`config.mk`:
```
export PLATFORM = sky130hd
export DESIGN_NAME = smc_main_control
export DESIGN_NICKNAME = d
export VERILOG_FILES = /design/src/hdl/smc_pkg.sv /design/src/hdl/smc_cal_if.sv /design/src/hdl/smc_cal_divider.sv /design/src/hdl/smc_cal_sequencer.sv /design/src/hdl/smc_main_control.sv
export SDC_FILE = /design/constraint.sdc
export NUM_CORES = 1
export LEC_CHECK = 0
export BUFFER_PORTS_ARGS = -buffer_cell sky130_fd_sc_hd__buf_4
export CAP_MARGIN = 20
export CORE_UTILIZATION = 51
export CTS_CLUSTER_SIZE = 24
export DETAILED_ROUTE_END_ITERATION = 7
export PLACE_DENSITY = 0.81
export RECOVER_POWER = 100
export SYNTH_ARGS = -nofsm -noshare
export SYNTH_HDL_FRONTEND = slang
export SYNTH_SLANG_ARGS = --single-unit
```
`constraint.sdc`:
```
create_clock -name clk_i -period 4.63 [get_ports clk_i]
set_input_delay 0.6945 -clock clk_i [delete_from_list [all_inputs] [get_ports clk_i]]
set_output_delay 0.6945 -clock clk_i [all_outputs]
set_load 0.01 [all_outputs]
```
`src/hdl/smc_pkg.sv`:
```
// Constants shared by the synthesizer main control block.
// Assumes a 32-bit APB register port, one aligned word per register.
package smc_pkg;

	// ------------------------------------------------------------
	// Register indices and byte addresses
	// ------------------------------------------------------------
	localparam logic [7:0] SMC_MAIN_IDX    = 8'h00;             // Main control register index
	localparam logic [7:0] SMC_CALDIV_IDX  = 8'h01;             // Calibration clock divider index
	localparam logic [7:0] SMC_STATUS_IDX  = 8'h02;             // Block status index
	localparam logic [9:0] SMC_MAIN_ADDR   = {SMC_MAIN_IDX, 2'b00};
	localparam logic [9:0] SMC_CALDIV_ADDR = {SMC_CALDIV_IDX, 2'b00};
	localparam logic [9:0] SMC_STATUS_ADDR = {SMC_STATUS_IDX, 2'b00};

	// ------------------------------------------------------------
	// Main control field positions
	// ------------------------------------------------------------
	localparam int SMC_PHASE_BIT  = 14;                         // Deterministic phase enable
	localparam int SMC_MUTE_BIT   = 9;                          // Mute during calibration
	localparam int SMC_ADJ_HI     = 8;                          // Calibration speed adjust, high
	localparam int SMC_ADJ_LO     = 7;                          // Calibration speed adjust, low
	localparam int SMC_VCO_FREQUENCY_CALIBRATION_BIT   = 3;                          // Calibration trigger
	localparam int SMC_MUXSEL_BIT = 2;                          // Output pin function select
	localparam int SMC_RESET_BIT  = 1;                          // Software reset
	localparam int SMC_SLEEP_BIT  = 0;                          // Device sleep

	// ------------------------------------------------------------
	// Values after reset
	// ------------------------------------------------------------
	localparam logic       SMC_PHASE_RST  = 1'b0;
	localparam logic       SMC_MUTE_RST   = 1'b0;
	localparam logic [1:0] SMC_ADJ_RST    = 2'h0;
	localparam logic       SMC_VCO_FREQUENCY_CALIBRATION_RST   = 1'b1;
	localparam logic       SMC_MUXSEL_RST = 1'b1;
	localparam logic       SMC_RESET_RST  = 1'b0;
	localparam logic       SMC_SLEEP_RST  = 1'b0;
	localparam logic [2:0] SMC_CALDIV_RST = 3'h4;

	// ------------------------------------------------------------
	// Counts
	// ------------------------------------------------------------
	localparam int SMC_CAL_TICKS = 32;                          // State machine ticks per calibration

	// Calibration sequencer states
	typedef enum logic [0:0] {
		SMC_CAL_IDLE = 1'b0,
		SMC_CAL_RUN  = 1'b1
	} smc_cal_state_type;

endpackage

```
`src/hdl/smc_cal_if.sv`:
```
// Signals between the control register and the calibration engine.
// Assumes every party runs on the one system clock.
`timescale 1ns/1ps
interface smc_cal_if;
	logic       tick;   // State machine clock enable
	logic [3:0] exp;    // Divide exponent, power of two
	logic       start;  // Launch a calibration, one cycle
	logic       clear;  // Hold engine in reset
	logic       busy;   // Calibration in progress
	logic       done;   // Calibration finished, one cycle

	modport ctrl (output exp, start, clear, input tick, busy, done);
	modport div  (input exp, clear, output tick);
	modport seq  (input tick, start, clear, output busy, done);
endinterface

```
`src/hdl/smc_cal_divider.sv`:
```
// Divider that makes the state machine clock enable from the reference.
// Assumes the system clock stands for the reference input.
`timescale 1ns/1ps
module smc_cal_divider
	import smc_pkg::*;
#(
	parameter int CNT_W = 11                         // Covers exponents up to ten
) (
	input  wire logic clk_i,
	input  wire logic resetn_i,
	smc_cal_if.div    cif
);

	logic [CNT_W-1:0] cnt_r;                         // Reference cycles counted
	logic [CNT_W-1:0] limit_w;                       // Last count before a tick
	logic             wrap_w;                        // Period complete

	assign limit_w = (({{(CNT_W-1){1'b0}}, 1'b1}) << cif.exp) - {{(CNT_W-1){1'b0}}, 1'b1};
	assign wrap_w  = (cnt_r >= limit_w);

	// Counter and tick; a shrinking exponent wraps at once, never stalls
	always_ff @(posedge clk_i or negedge resetn_i) begin
		if (!resetn_i) begin
			cnt_r    <= '0;
			cif.tick <= 1'b0;
		end else if (cif.clear) begin
			cnt_r    <= '0;
			cif.tick <= 1'b0;
		end else begin
			cnt_r    <= wrap_w ? '0 : cnt_r + 1'b1;
			cif.tick <= wrap_w;
		end
	end

	// Ticks are spaced by the divide ratio
	chk_tick_spacing: assert property (@(posedge clk_i) disable iff (!resetn_i)
		(cif.tick && cif.exp != 4'h0 && !cif.clear) |=> !cif.tick)
		else $error("tick too soon for divide ratio");

endmodule // smc_cal_divider

```
`src/hdl/smc_cal_sequencer.sv`:
```
// Calibration engine stand-in: runs a fixed number of state machine ticks.
// Assumes start is a single-clock pulse and clear a held level from the register block.
`timescale 1ns/1ps
module smc_cal_sequencer
	import smc_pkg::*;
#(
	parameter int TICKS = SMC_CAL_TICKS              // Ticks per calibration
) (
	input  wire logic clk_i,
	input  wire logic resetn_i,
	smc_cal_if.seq    cif
);

	smc_cal_state_type state_r;                      // Engine state
	logic [7:0]        cnt_r;                        // Ticks seen in this run
	logic              last_w;                       // Final tick arriving

	assign last_w = cif.tick && (cnt_r == 8'(TICKS - 1));

	// Start restarts a run in progress, so the newest settings win
	always_ff @(posedge clk_i or negedge resetn_i) begin
		if (!resetn_i) begin
			state_r <= SMC_CAL_IDLE;
			cnt_r   <= 8'h00;
			cif.done <= 1'b0;
		end else if (cif.clear) begin
			state_r <= SMC_CAL_IDLE;
			cnt_r   <= 8'h00;
			cif.done <= 1'b0;
		end else begin
			cif.done <= 1'b0;
			case (state_r)
				SMC_CAL_IDLE: begin
					cnt_r <= 8'h00;
					if (cif.start) begin
						state_r <= SMC_CAL_RUN;
					end
				end
				SMC_CAL_RUN: begin
					if (cif.start) begin
						cnt_r <= 8'h00;
					end else if (last_w) begin
						state_r  <= SMC_CAL_IDLE;
						cif.done <= 1'b1;
					end else if (cif.tick) begin
						cnt_r <= cnt_r + 8'h01;
					end
				end
				default: begin
					state_r <= SMC_CAL_IDLE;
				end
			endcase
		end
	end

	assign cif.busy = (state_r == SMC_CAL_RUN);

endmodule // smc_cal_sequencer

```
`src/hdl/smc_main_control.sv`:
```
// Main control register block of a wideband synthesizer, on an APB port.
// Assumes a single APB master and synchronous pin inputs on clk_i.
//
// How it works
// - Phase enable puts divider into feedback.
// - Rising phase enable sends one alignment pulse.
// - Mute bit silences outputs during calibration.
// - Speed adjust slows calibration clock; resets zero.
// - Write with trigger bit launches calibration.
// - Pin select: readback at 0, lock at 1.
// - Software reset holds registers and engines reset.
// - Sleep bit powers device down; resets zero.
// - Calibration clock is reference over two-power divider.
//
// Decided for this implementation: the APB slave port.
`timescale 1ns/1ps
module smc_main_control
	import smc_pkg::*;
#(
	parameter int ADDR_W    = 10,                    // APB address width
	parameter int CAL_TICKS = SMC_CAL_TICKS          // Ticks per calibration
) (
	input  wire logic              clk_i,
	input  wire logic              resetn_i,
	input  wire logic              psel_i,
	input  wire logic              penable_i,
	input  wire logic              pwrite_i,
	input  wire logic [ADDR_W-1:0] paddr_i,
	input  wire logic [31:0]       pwdata_i,
	input  wire logic [3:0]        pstrb_i,
	output logic [31:0]            prdata_o,
	output logic                   pready_o,
	output logic                   pslverr_o,
	input  wire logic              lock_detect_i,
	input  wire logic              readback_data_i,
	output logic                   multiplexed_output_pin_o,
	output logic                   feedback_phase_mode_o,
	output logic                   phase_align_pulse_o,
	output logic                   rf_outputs_mute_o,
	output logic                   device_sleep_o,
	output logic                   soft_reset_o,
	output logic                   cal_busy_o
);

	// ------------------------------------------------------------
	// Control fields
	// ------------------------------------------------------------
	logic       phase_r;                             // Deterministic phase enable
	logic       mute_r;                              // Mute during calibration
	logic [1:0] adj_r;                               // Calibration speed adjust
	logic       vco_frequency_calibration_r;                              // Calibration trigger, stored
	logic       muxsel_r;                            // Output pin function select
	logic       reset_r;                             // Software reset
	logic       sleep_r;                             // Device sleep
	logic [2:0] caldiv_r;                            // Calibration clock divider
	logic       start_r;                             // Calibration launch pulse

	smc_cal_if cif ();                               // Link to calibration engine

	// ------------------------------------------------------------
	// APB decode
	// ------------------------------------------------------------
	logic        setup_w;                            // Setup phase of a transfer
	logic        access_w;                           // Completing access phase
	logic        wr_w;                               // Write takes effect now
	logic        sel_main_w;                         // Main control addressed
	logic        sel_div_w;                          // Divider addressed
	logic        sel_stat_w;                         // Status addressed
	logic        hit_w;                              // Any mapped register
	logic [15:0] main_cur_w;                         // Main control as read
	logic [15:0] main_new_w;                         // Main control after lane merge
	logic [15:0] div_cur_w;                          // Divider as read
	logic [15:0] div_new_w;                          // Divider after lane merge
	logic [15:0] stat_w;                             // Status as read
	logic [31:0] rd_mux_w;                           // Read data selection
	logic        wr_main_w;                          // Write to main control
	logic        wr_div_w;                           // Write to divider
	logic        new_reset_w;                        // Software reset written
	logic        new_sleep_w;                        // Sleep written
	logic        launch_w;                           // Calibration to be launched
	logic        align_w;                            // Alignment pulse to be sent
	logic        pin_nxt;                            // Next multiplexed pin level
	logic        mute_nxt;                           // Next output mute level

	assign setup_w    = psel_i & ~penable_i;
	assign access_w   = psel_i & penable_i & pready_o;
	assign wr_w       = access_w & pwrite_i;
	assign sel_main_w = (paddr_i == ADDR_W'(SMC_MAIN_ADDR));
	assign sel_div_w  = (paddr_i == ADDR_W'(SMC_CALDIV_ADDR));
	assign sel_stat_w = (paddr_i == ADDR_W'(SMC_STATUS_ADDR));
	assign hit_w      = sel_main_w | sel_div_w | sel_stat_w;

	// Reserved positions read as zero
	assign main_cur_w = {1'b0, phase_r, 4'h0, mute_r, adj_r, 3'h0, vco_frequency_calibration_r, muxsel_r, reset_r, sleep_r};
	assign div_cur_w  = {13'h0000, caldiv_r};
	assign stat_w     = {14'h0000, lock_detect_i, cif.busy};
	assign rd_mux_w   = sel_main_w ? {16'h0000, main_cur_w} :
	                    sel_div_w  ? {16'h0000, div_cur_w}  :
	                    sel_stat_w ? {16'h0000, stat_w}     : 32'h00000000;

	// Byte lanes: only the two low lanes hold bits
	assign main_new_w = {pstrb_i[1] ? pwdata_i[15:8] : main_cur_w[15:8],
	                     pstrb_i[0] ? pwdata_i[7:0]  : main_cur_w[7:0]};
	assign div_new_w  = {pstrb_i[1] ? pwdata_i[15:8] : div_cur_w[15:8],
	                     pstrb_i[0] ? pwdata_i[7:0]  : div_cur_w[7:0]};

	assign wr_main_w   = wr_w & sel_main_w;
	assign wr_div_w    = wr_w & sel_div_w;
	assign new_reset_w = main_new_w[SMC_RESET_BIT];
	assign new_sleep_w = main_new_w[SMC_SLEEP_BIT];

	// Every write carrying the trigger launches, unless the same write resets or sleeps
	assign launch_w = wr_main_w & main_new_w[SMC_VCO_FREQUENCY_CALIBRATION_BIT] & ~new_reset_w & ~new_sleep_w;
	// Only a 0 to 1 change of the stored phase bit aligns
	assign align_w  = wr_main_w & main_new_w[SMC_PHASE_BIT] & ~phase_r & ~new_reset_w;

	// ------------------------------------------------------------
	// APB answer
	// ------------------------------------------------------------
	// Ready is raised for the access phase that follows each setup
	always_ff @(posedge clk_i or negedge resetn_i) begin
		if (!resetn_i) begin
			pready_o  <= 1'b0;
			pslverr_o <= 1'b0;
			prdata_o  <= 32'h00000000;
		end else begin
			pready_o  <= setup_w;
			pslverr_o <= setup_w & ~hit_w;
			prdata_o  <= (setup_w & ~pwrite_i) ? rd_mux_w : 32'h00000000;
		end
	end

	// ------------------------------------------------------------
	// Software reset bit
	// ------------------------------------------------------------
	// Not self-clearing: stays until software writes zero
	always_ff @(posedge clk_i or negedge resetn_i) begin
		if (!resetn_i) begin
			reset_r <= SMC_RESET_RST;
		end else if (wr_main_w) begin
			reset_r <= new_reset_w;
		end
	end

	// ------------------------------------------------------------
	// Main control fields
	// ------------------------------------------------------------
	// A write that sets reset loads reset values; while held, nothing else changes
	always_ff @(posedge clk_i or negedge resetn_i) begin
		if (!resetn_i) begin
			phase_r  <= SMC_PHASE_RST;
			mute_r   <= SMC_MUTE_RST;
			adj_r    <= SMC_ADJ_RST;
			vco_frequency_calibration_r   <= SMC_VCO_FREQUENCY_CALIBRATION_RST;
			muxsel_r <= SMC_MUXSEL_RST;
			sleep_r  <= SMC_SLEEP_RST;
		end else if (wr_main_w && new_reset_w) begin
			phase_r  <= SMC_PHASE_RST;
			mute_r   <= SMC_MUTE_RST;
			adj_r    <= SMC_ADJ_RST;
			vco_frequency_calibration_r   <= SMC_VCO_FREQUENCY_CALIBRATION_RST;
			muxsel_r <= SMC_MUXSEL_RST;
			sleep_r  <= SMC_SLEEP_RST;
		end else if (wr_main_w) begin
			phase_r  <= main_new_w[SMC_PHASE_BIT];
			mute_r   <= main_new_w[SMC_MUTE_BIT];
			adj_r    <= main_new_w[SMC_ADJ_HI:SMC_ADJ_LO];
			vco_frequency_calibration_r   <= main_new_w[SMC_VCO_FREQUENCY_CALIBRATION_BIT];
			muxsel_r <= main_new_w[SMC_MUXSEL_BIT];
			sleep_r  <= new_sleep_w;
		end
	end

	// ------------------------------------------------------------
	// Calibration clock divider field
	// ------------------------------------------------------------
	// Software must keep the resulting clock at or below 50 MHz
	always_ff @(posedge clk_i or negedge resetn_i) begin
		if (!resetn_i) begin
			caldiv_r <= SMC_CALDIV_RST;
		end else if (reset_r || (wr_main_w && new_reset_w)) begin
			caldiv_r <= SMC_CALDIV_RST;
		end else if (wr_div_w) begin
			caldiv_r <= div_new_w[2:0];
		end
	end

	// ------------------------------------------------------------
	// Calibration engine link
	// ------------------------------------------------------------
	// Adjust adds to the exponent, so it can only slow the clock
	assign cif.exp   = {1'b0, caldiv_r} + {2'b00, adj_r};
	assign cif.start = start_r;
	assign cif.clear = reset_r | sleep_r;

	// Launch pulse, one cycle after the write
	always_ff @(posedge clk_i or negedge resetn_i) begin
		if (!resetn_i) begin
			start_r <= 1'b0;
		end else begin
			start_r <= launch_w;
		end
	end

	smc_cal_divider #(
		.CNT_W (11)
	) u_divider (
		.clk_i    (clk_i),
		.resetn_i (resetn_i),
		.cif      (cif)
	);

	smc_cal_sequencer #(
		.TICKS (CAL_TICKS)
	) u_sequencer (
		.clk_i    (clk_i),
		.resetn_i (resetn_i),
		.cif      (cif)
	);

	// ------------------------------------------------------------
	// Device-facing outputs
	// ------------------------------------------------------------
	assign pin_nxt  = muxsel_r ? lock_detect_i : readback_data_i;
	assign mute_nxt = mute_r & (cif.busy | start_r);

	// All outputs registered for clean pin timing
	always_ff @(posedge clk_i or negedge resetn_i) begin
		if (!resetn_i) begin
			multiplexed_output_pin_o <= 1'b0;
			feedback_phase_mode_o    <= 1'b0;
			phase_align_pulse_o      <= 1'b0;
			rf_outputs_mute_o        <= 1'b0;
			device_sleep_o           <= 1'b0;
			soft_reset_o             <= 1'b0;
			cal_busy_o               <= 1'b0;
		end else begin
			multiplexed_output_pin_o <= pin_nxt;
			feedback_phase_mode_o    <= phase_r;
			phase_align_pulse_o      <= align_w;
			rf_outputs_mute_o        <= mute_nxt;
			device_sleep_o           <= sleep_r;
			soft_reset_o             <= reset_r;
			cal_busy_o               <= cif.busy;
		end
	end

	// ------------------------------------------------------------
	// Checks
	// ------------------------------------------------------------
	// Pulse shows first, the registered mode one cycle later
	chk_phase_mode_follow: assert property (@(posedge clk_i) disable iff (!resetn_i)
		$rose(phase_r) |-> phase_align_pulse_o ##1 feedback_phase_mode_o)
		else $error("phase mode or align pulse missing");

	chk_align_single: assert property (@(posedge clk_i) disable iff (!resetn_i)
		phase_align_pulse_o |=> feedback_phase_mode_o && !phase_align_pulse_o)
		else $error("align pulse not single");

	chk_mute_during_cal: assert property (@(posedge clk_i) disable iff (!resetn_i)
		(mute_r && cif.busy) |=> rf_outputs_mute_o)
		else $error("outputs not muted during calibration");

	// Adjust may only lengthen the tick period, and is zero while held in reset
	chk_adj_slows_clock: assert property (@(posedge clk_i) disable iff (!resetn_i)
		(cif.exp >= {1'b0, caldiv_r}) && (!reset_r || adj_r == SMC_ADJ_RST))
		else $error("speed adjust wrong");

	chk_vco_frequency_calibration_launch: assert property (@(posedge clk_i) disable iff (!resetn_i)
		launch_w |=> start_r ##1 cif.busy)
		else $error("calibration not launched");

	chk_pin_select: assert property (@(posedge clk_i) disable iff (!resetn_i)
		(muxsel_r && $stable(muxsel_r) && lock_detect_i) |=> multiplexed_output_pin_o)
		else $error("lock detect not on pin");

	chk_pin_readback: assert property (@(posedge clk_i) disable iff (!resetn_i)
		!muxsel_r |=> multiplexed_output_pin_o == $past(readback_data_i))
		else $error("readback not on pin");

	chk_reset_holds: assert property (@(posedge clk_i) disable iff (!resetn_i)
		reset_r [*2] |-> !cif.busy && caldiv_r == SMC_CALDIV_RST && !phase_r && !sleep_r)
		else $error("software reset not held");

	// Entering reset loads the trigger, pin select, divider and adjust reset values at once
	chk_reset_loads: assert property (@(posedge clk_i) disable iff (!resetn_i)
		(wr_main_w && new_reset_w) |=> reset_r && vco_frequency_calibration_r == SMC_VCO_FREQUENCY_CALIBRATION_RST && muxsel_r == SMC_MUXSEL_RST &&
		caldiv_r == SMC_CALDIV_RST && adj_r == SMC_ADJ_RST)
		else $error("reset values not loaded");

	chk_reset_sticky: assert property (@(posedge clk_i) disable iff (!resetn_i)
		(reset_r && !wr_main_w) |=> reset_r)
		else $error("software reset cleared itself");

	chk_sleep_out: assert property (@(posedge clk_i) disable iff (!resetn_i)
		sleep_r |-> !start_r ##1 device_sleep_o)
		else $error("sleep not applied");

	chk_sleep_clears_cal: assert property (@(posedge clk_i) disable iff (!resetn_i)
		sleep_r |=> !cif.busy)
		else $error("calibration runs while asleep");

	chk_apb_ready: assert property (@(posedge clk_i) disable iff (!resetn_i)
		setup_w |=> pready_o ##1 !pready_o || setup_w)
		else $error("apb ready timing wrong");

	// Read bus stays at zero outside the answering cycle
	chk_rdata_idle: assert property (@(posedge clk_i) disable iff (!resetn_i)
		!pready_o |-> prdata_o == 32'h00000000)
		else $error("read data outside access");

	chk_slverr_unmapped: assert property (@(posedge clk_i) disable iff (!resetn_i)
		(setup_w && !hit_w) |=> pready_o && pslverr_o)
		else $error("unmapped access not flagged");

	cov_cal_done: cover property (@(posedge clk_i) disable iff (!resetn_i) cif.done);
	cov_muted_cal: cover property (@(posedge clk_i) disable iff (!resetn_i) rf_outputs_mute_o && cal_busy_o);
	cov_align: cover property (@(posedge clk_i) disable iff (!resetn_i) phase_align_pulse_o);
	cov_soft_reset: cover property (@(posedge clk_i) disable iff (!resetn_i) $fell(reset_r));
	cov_slverr: cover property (@(posedge clk_i) disable iff (!resetn_i) pslverr_o && pready_o);

endmodule // smc_main_control

```
After elaboration in Yosys (flattened, before gate mapping)
Index checks and enable logic that the tools add are counted.
- register bits after elaboration: 57
- input bits: 53
- output and inout port bits: 41
- word-level logic and storage cells: 109
- add/sub/neg operators: 4
- $lt $le $gt $ge: 1
- equal/unequal tests: 5
- shift-type cells: 1
- mux-type cells: 35
- bitwise operators: 26
- reductions and logical operators: 13
- operators with widths (kind ; number):
    $mux 8 ; 5
    $mux 15 ; 2
    $mux 11 ; 2
    $mux 1 ; 16
    $pmux 8 s2 ; 1
    $and 1x1->1 ; 15
    $mux 3 ; 4
    $add 11x1->11 const B ; 1
    $ge 11x11->1 ; 1
    $shl 1x4->11 const A ; 1
    $sub 11x1->11 const B ; 1
    $eq 10x3->1 const B ; 1
    $eq 10x4->1 const B ; 1
    $logic_not 10->1 ; 1
    $reduce_bool 2->1 ; 5
    $add 8x1->8 const B ; 1
    $eq 8x5->1 const B ; 1
    $ne 4x4->1 const B ; 2
    $reduce_and 2->1 ; 4
    $mux 7 ; 1
    $not 1->1 ; 7
    $mux 2 ; 3
    $add 3x2->4 ; 1
    $or 1x1->1 ; 4
    3 further kinds ; 4

Logic depth before layout (Yosys ltp)
- word-level depth: 8
- mapped depth: 17
- mapped depth without buffers: 15

Modules after synthesis
Synthesis repeated with hierarchy kept, for this count alone.
- cell total of the unflattened synthesis: 292
- area total of the unflattened synthesis: 2994.1 µm²
- modules (own cells, without submodules) (module ; times used ; cells each ; area each (µm²)):
    smc_main_control ; 1 ; 131 ; 1470.2
    smc_cal_divider ; 1 ; 105 ; 985.9
    smc_cal_sequencer ; 1 ; 56 ; 538.0

Worst setup path before layout
No wires, ideal clock.
- kind: register -> register
- from: reg adj_r[0]
- to: reg u_divider.cnt_r[2]
- setup time: 136 ps
- arrival: 3703 ps
- slack: 791 ps
- cell stages (with the launch flop): 17
- buffers on the path: 1
- clock period less this slack: 3839 ps
- cells stage by stage: dfrtp_1 > ha_1 > fa_1 > xor2_1 > nand2b_1 > or3_1 > ha_1 > or2_2 > o21ai_0 > a22o_1 > a32oi_1 > ha_1 > nand4_1 > a211o_1 > o211ai_1 > clkbuf_1 > nor3_1
- word-level cells in the longest chain between the ends: 6
- RTL lines (what ; RTL line ; text):
    start: declaration ; smc_main_control.sv:50 ; logic [1:0] adj_r;
    start signal: assignment ; smc_main_control.sv:167 ; adj_r <= main_new_w[SMC_ADJ_HI:SMC_ADJ_LO];
    $add 3x2->4 ; smc_main_control.sv:192 ; assign cif.exp = {1'b0, caldiv_r} + {2'b00, adj_r};
    $shl 1x4->11 ; smc_cal_divider.sv:18 ; assign limit_w = (({{(CNT_W-1){1'b0}}, 1'b1}) << cif.exp) - {{(CNT_W-1){1'b0}}, 1'b1};
    $sub 11x1->11 ; smc_cal_divider.sv:18 ;
    $ge 11x11->1 ; smc_cal_divider.sv:19 ; assign wrap_w = (cnt_r >= limit_w);
    $mux 11 ; smc_cal_divider.sv:30 ; cnt_r <= wrap_w ? '0 : cnt_r + 1'b1;
    $mux 11 ; smc_cal_divider.sv:26 ; end else if (cif.clear) begin
    end signal: assignment ; smc_cal_divider.sv:30 ;
    end: declaration ; smc_cal_divider.sv:14 ; logic [CNT_W-1:0] cnt_r;
No other way between the ends.
A chain may end at the register's enable or synchronous reset.

Worst setup path after layout
- from: reg adj_r[0]
- to: reg u_divider.cnt_r[9]
Same word-level chain as after synthesis.

==> results.py <==
metrics = {
    "status": {
        "status": "finished, violations left",
        "violations": "max-capacitance violations, max-slew violations",
    },
    "synth": {
        "synth_area_per_cell_sq_um": 10.41,
        "ys_types": 48,
        "synth.yosys.seq_area_share_pct": 44.34,
        "synth_seq_cells": 50,
        "synth-async-reset-ratio_pct": 100.0,
        "synth_edf_count": 0,
        "syn_area_sq_um": 2830,
        "synthFlopType": "dfrtp_1",
        "yosys_warnings": 0,
        "syn_inst": 272,
    },
    "route": {
        "dr.pass1.iters": 4,
        "wire_per_inst_microns": 14.33,
        "drc_errors": 0,
        "ant_nets": 0,
        "viasPerCell": 5.440,
        "drtIter0Drc": 76,
        "wl_microns": 5574,
        "vias": 2116,
    },
    "critical_path": {
        "crit_path_max_fanout": 11,
        "end_kind": "flip-flop",
        "path_cells": "ha_1 > fa_1 > inv_1 > nand2b_1 > or3_1 > ha_1 > or2_2 > o21ai_0 > a31oi_1 > ha_1 > and3_1 > a221oi_1 > o211ai_1 > clkbuf_2 > nor3_1",
        "worstReg2RegStart": "adj_r[0]",
        "critPathMaxStageDelay_ns": 0.54,
        "crit_slowest_cell": "fa_1",
        "worst_setup_path_start_kind": "flip-flop",
        "r2r_end": "u_divider.cnt_r[9]",
        "critical_path_class": "flip-flop to flip-flop",
        "ff2ff_path_depth": 15,
        "crit_top_cell": "ha_1",
        "crit_arrival_ns": 4.39,
        "reg2reg_slack_ns": 0.46,
        "required_ns": 4.85,
    },
    "cts": {
        "ctsResizeCount": 0,
        "tritoncts": "yes",
        "clock-sinks": 50,
        "cts_hold_buffers": 0,
        "clock_path_buffers": 2,
        "cts_buffers": 5,
        "path_clk_slew_ns": 0.10,
        "htree_levels": 2,
        "clk-insertion-delay-late_ns": 0.31,
        "post_cts_buffers": 0,
        "cts_root_buffer": "clkbuf_8",
    },
    "global_route": {
        "globalRoute.totalOverflow": 0,
        "grt_pass1_wl_microns": 9508,
        "grt_max_degree": 51,
        "antenna_found_initial": 0,
        "grt_pass1_vias": 2001,
        "grt_usage_pct": 20.60,
    },
    "timing": {
        "finalHoldViolations": 0,
        "fin_crit_sh_pct": 89.98,
        "slew-limit-headroom_pct": -72.19,
        "worst_pin_slew_ns": 2.583,
        "hold_ws_ns": 0.4393,
        "max_freq_ghz": 0.2400,
        "period_minus_slack_ns": 4.166,
        "finalSetupViolations": 0,
        "rsz0062_at_grt": "no",
        "setup_tns_ns": 0,
        "slew_violations": 51,
        "skew_ns": 0.008770,
    },
    "power": {
        "seq_power_share_pct": 54.2,
        "clkPwrFrac_pct": 32.6,
        "p_comb_share_pct": 13.3,
        "p_int_uw": 594.7,
        "powerDensity_nw_per_um2": 262.0,
        "ir_drop_v": 0.0001983,
        "p_sw_share_pct": 27.66,
        "power.leakage_nw": 1.433,
        "netSwitchingPower_uw": 227.4,
    },
    "flow_run": {
        "cap_violations": 1,
    },
    "worst_hold_path": {
        "hold_path_end": "feedback_phase_mode_o",
        "hold_class": "flip-flop to flip-flop",
        "min-delay-start": "phase_r",
        "min_delay_path_depth": 0,
    },
    "floorplanning": {
        "ios": 94,
        "die_y_microns": 76.50,
        "initial_utilization_pct": 54.04,
        "core-area_sq_um": 5238,
        "dieArea_sq_um": 5851,
        "dieWidth_microns": 76.50,
        "num_rows": 26,
    },
    "placement": {
        "place_congestion": 0.8219,
        "dp_hpwl_microns": 4168,
        "io_buffers": 43,
    },
    "layout": {
        "finish.net_count": 388,
        "nFillCells": 464,
        "diodes": 0,
        "syn2layout_area_growth_pct": 10.88,
        "drive_above_1_share_pct": 14.11,
    },
}
==> state kept, by name, indices dropped and copies added, names as in the netlist, 2 cells and up <==
register	cells
adj_r	2
u_sequencer.cnt_r	8
prdata_o	8
caldiv_r	3
u_divider.cnt_r	11
==> through the flow <==
step                      instances  util, %  instance area [sq um]  setup WS [ns]  power [mW]
final                           389    59.91                   3138         0.4638      0.8221
after CTS                       388    61.80                   3237         0.1121      0.8309
after detailed placement        380    59.94                   3139         0.1205      0.5634
after global placement          380    59.94                   3139         0.3105      0.5591
after global routing            389    59.91                   3138         0.2117      0.8656
after floorplan                 295        -                   2917         0.7909      0.5312
==> worst max-delay path by stage <==
stage             start                 end  slack (ns)  cells after the start
2_1_floorplan  adj_r[0]  u_divider.cnt_r[2]        0.79                     16
3_3_place_gp   adj_r[0]  u_divider.cnt_r[3]        0.31                     14
3_5_place_dp   adj_r[0]  u_divider.cnt_r[9]        0.12                     14
4_1_cts        adj_r[0]  u_divider.cnt_r[9]        0.11                     14
5_1_grt        adj_r[0]  u_divider.cnt_r[9]        0.21                     16
6_report       adj_r[0]  u_divider.cnt_r[9]        0.46                     15
==> cells in the mapped netlist (2+ instances only) <==
cell	count	area share [%]
a2111oi_2	2	1.1
a211oi_1	2	0.53
a21o_1	2	0.53
a21oi_1	9	1.6
a31oi_1	4	0.88
a32o_1	3	1.1
and2_1	5	1.1
and3_1	3	0.66
and4b_1	2	0.71
buf_4	24	6.4
clkbuf_1	6	0.80
dfrtp_1	47	42
dfstp_2	3	2.8
ha_1	16	7.1
inv_1	12	1.6
mux2_2	2	0.80
mux2i_1	5	1.8
nand2_1	6	0.80
nand2b_1	4	0.88
nand3_1	6	1.1
nand3b_1	5	1.3
nand4_1	7	1.5
nor2_1	18	2.4
nor2b_1	5	1.1
nor3_1	20	3.5
nor4_1	2	0.44
nor4_4	2	1.5
o21a_1	5	1.3
o21ai_0	6	1.1
o22a_1	2	0.62
o2bb2ai_1	2	0.62
or2_2	2	0.44
or3_1	2	0.44
or4_4	3	1.2
xnor2_1	14	4.3
xor2_1	2	0.62
==> layer usage <==
| layer | GRT usage (%) | up-vias | routed length (microns) |
|---|---|---|---|
| met4 | 6.154 | 0 | 80 |
| met5 | 0 | - | 0 |
| met2 | 32.97 | 65 | 2751 |
| met3 | 4.311 | 9 | 268 |
| li1 | - | 1020 | - |
| met1 | 28.15 | 1022 | 2474 |
==> power by group through the flow <==
stage               Combinational (mW)  Sequential (mW)  Clock (mW)
global route                     0.123            0.446       0.297
global placement                 0.105            0.454           0
CTS                              0.110            0.445       0.276
finish                           0.109            0.445       0.268
detailed placement               0.109            0.454           0
floorplan                       0.0775            0.454           0
==> cell type report <==
| type | instances | area, sq um | area share [%] |
|---|---|---|---|
| clock buffer | 5 | 68.82 | 2.193 |
| inverter | 12 | 45.04 | 1.435 |
| clock inverter | 3 | 28.78 | 0.9171 |
| timing repair buffer | 46 | 275.3 | 8.772 |
| tap | 70 | 87.58 | 2.791 |
| sequential | 50 | 1255 | 39.99 |
| multi-input combinational | 203 | 1378 | 43.90 |
==> critical path: cells and delay by family (launching register included) <==
kind                       cells  cell delay, ns
adders and majority gates      4            1.38
and+or+nand+nor                5            1.16
AOI/OAI and AO/OA              4            0.73
DFF                            1            0.43
buffers and inverters          2            0.38
==> placed cells by master (no fill, tap or decap), types with 6 or more instances in the layout <==
cell      Yosys  layout
xnor2_1      14      14
o21ai_0       6       6
nand2_1       6       6
nor3_1       20      20
ha_1         16      16
nand4_1       7       7
nor2_1       18      18
inv_1        12      12
nand3_1       6       6
dfrtp_1      47      47
clkbuf_1      6      18
a21oi_1       9       9
buf_4        24      24
conb_1        1      24
==> cell families after synthesis <==
kind of cell    count (synthesis)  share of synthesized area (%)
simple gates                   95                          20.03
other cells                     1                         0.1325
fa+ha+maj                      17                          7.781
xor+xnor                       16                          4.952
compound gates                 44                          11.45
flops                          50                          44.34
mux                             7                          2.564
buf+inv                        42                          8.753
No activity file was read; power rests on OpenSTA's default activity.
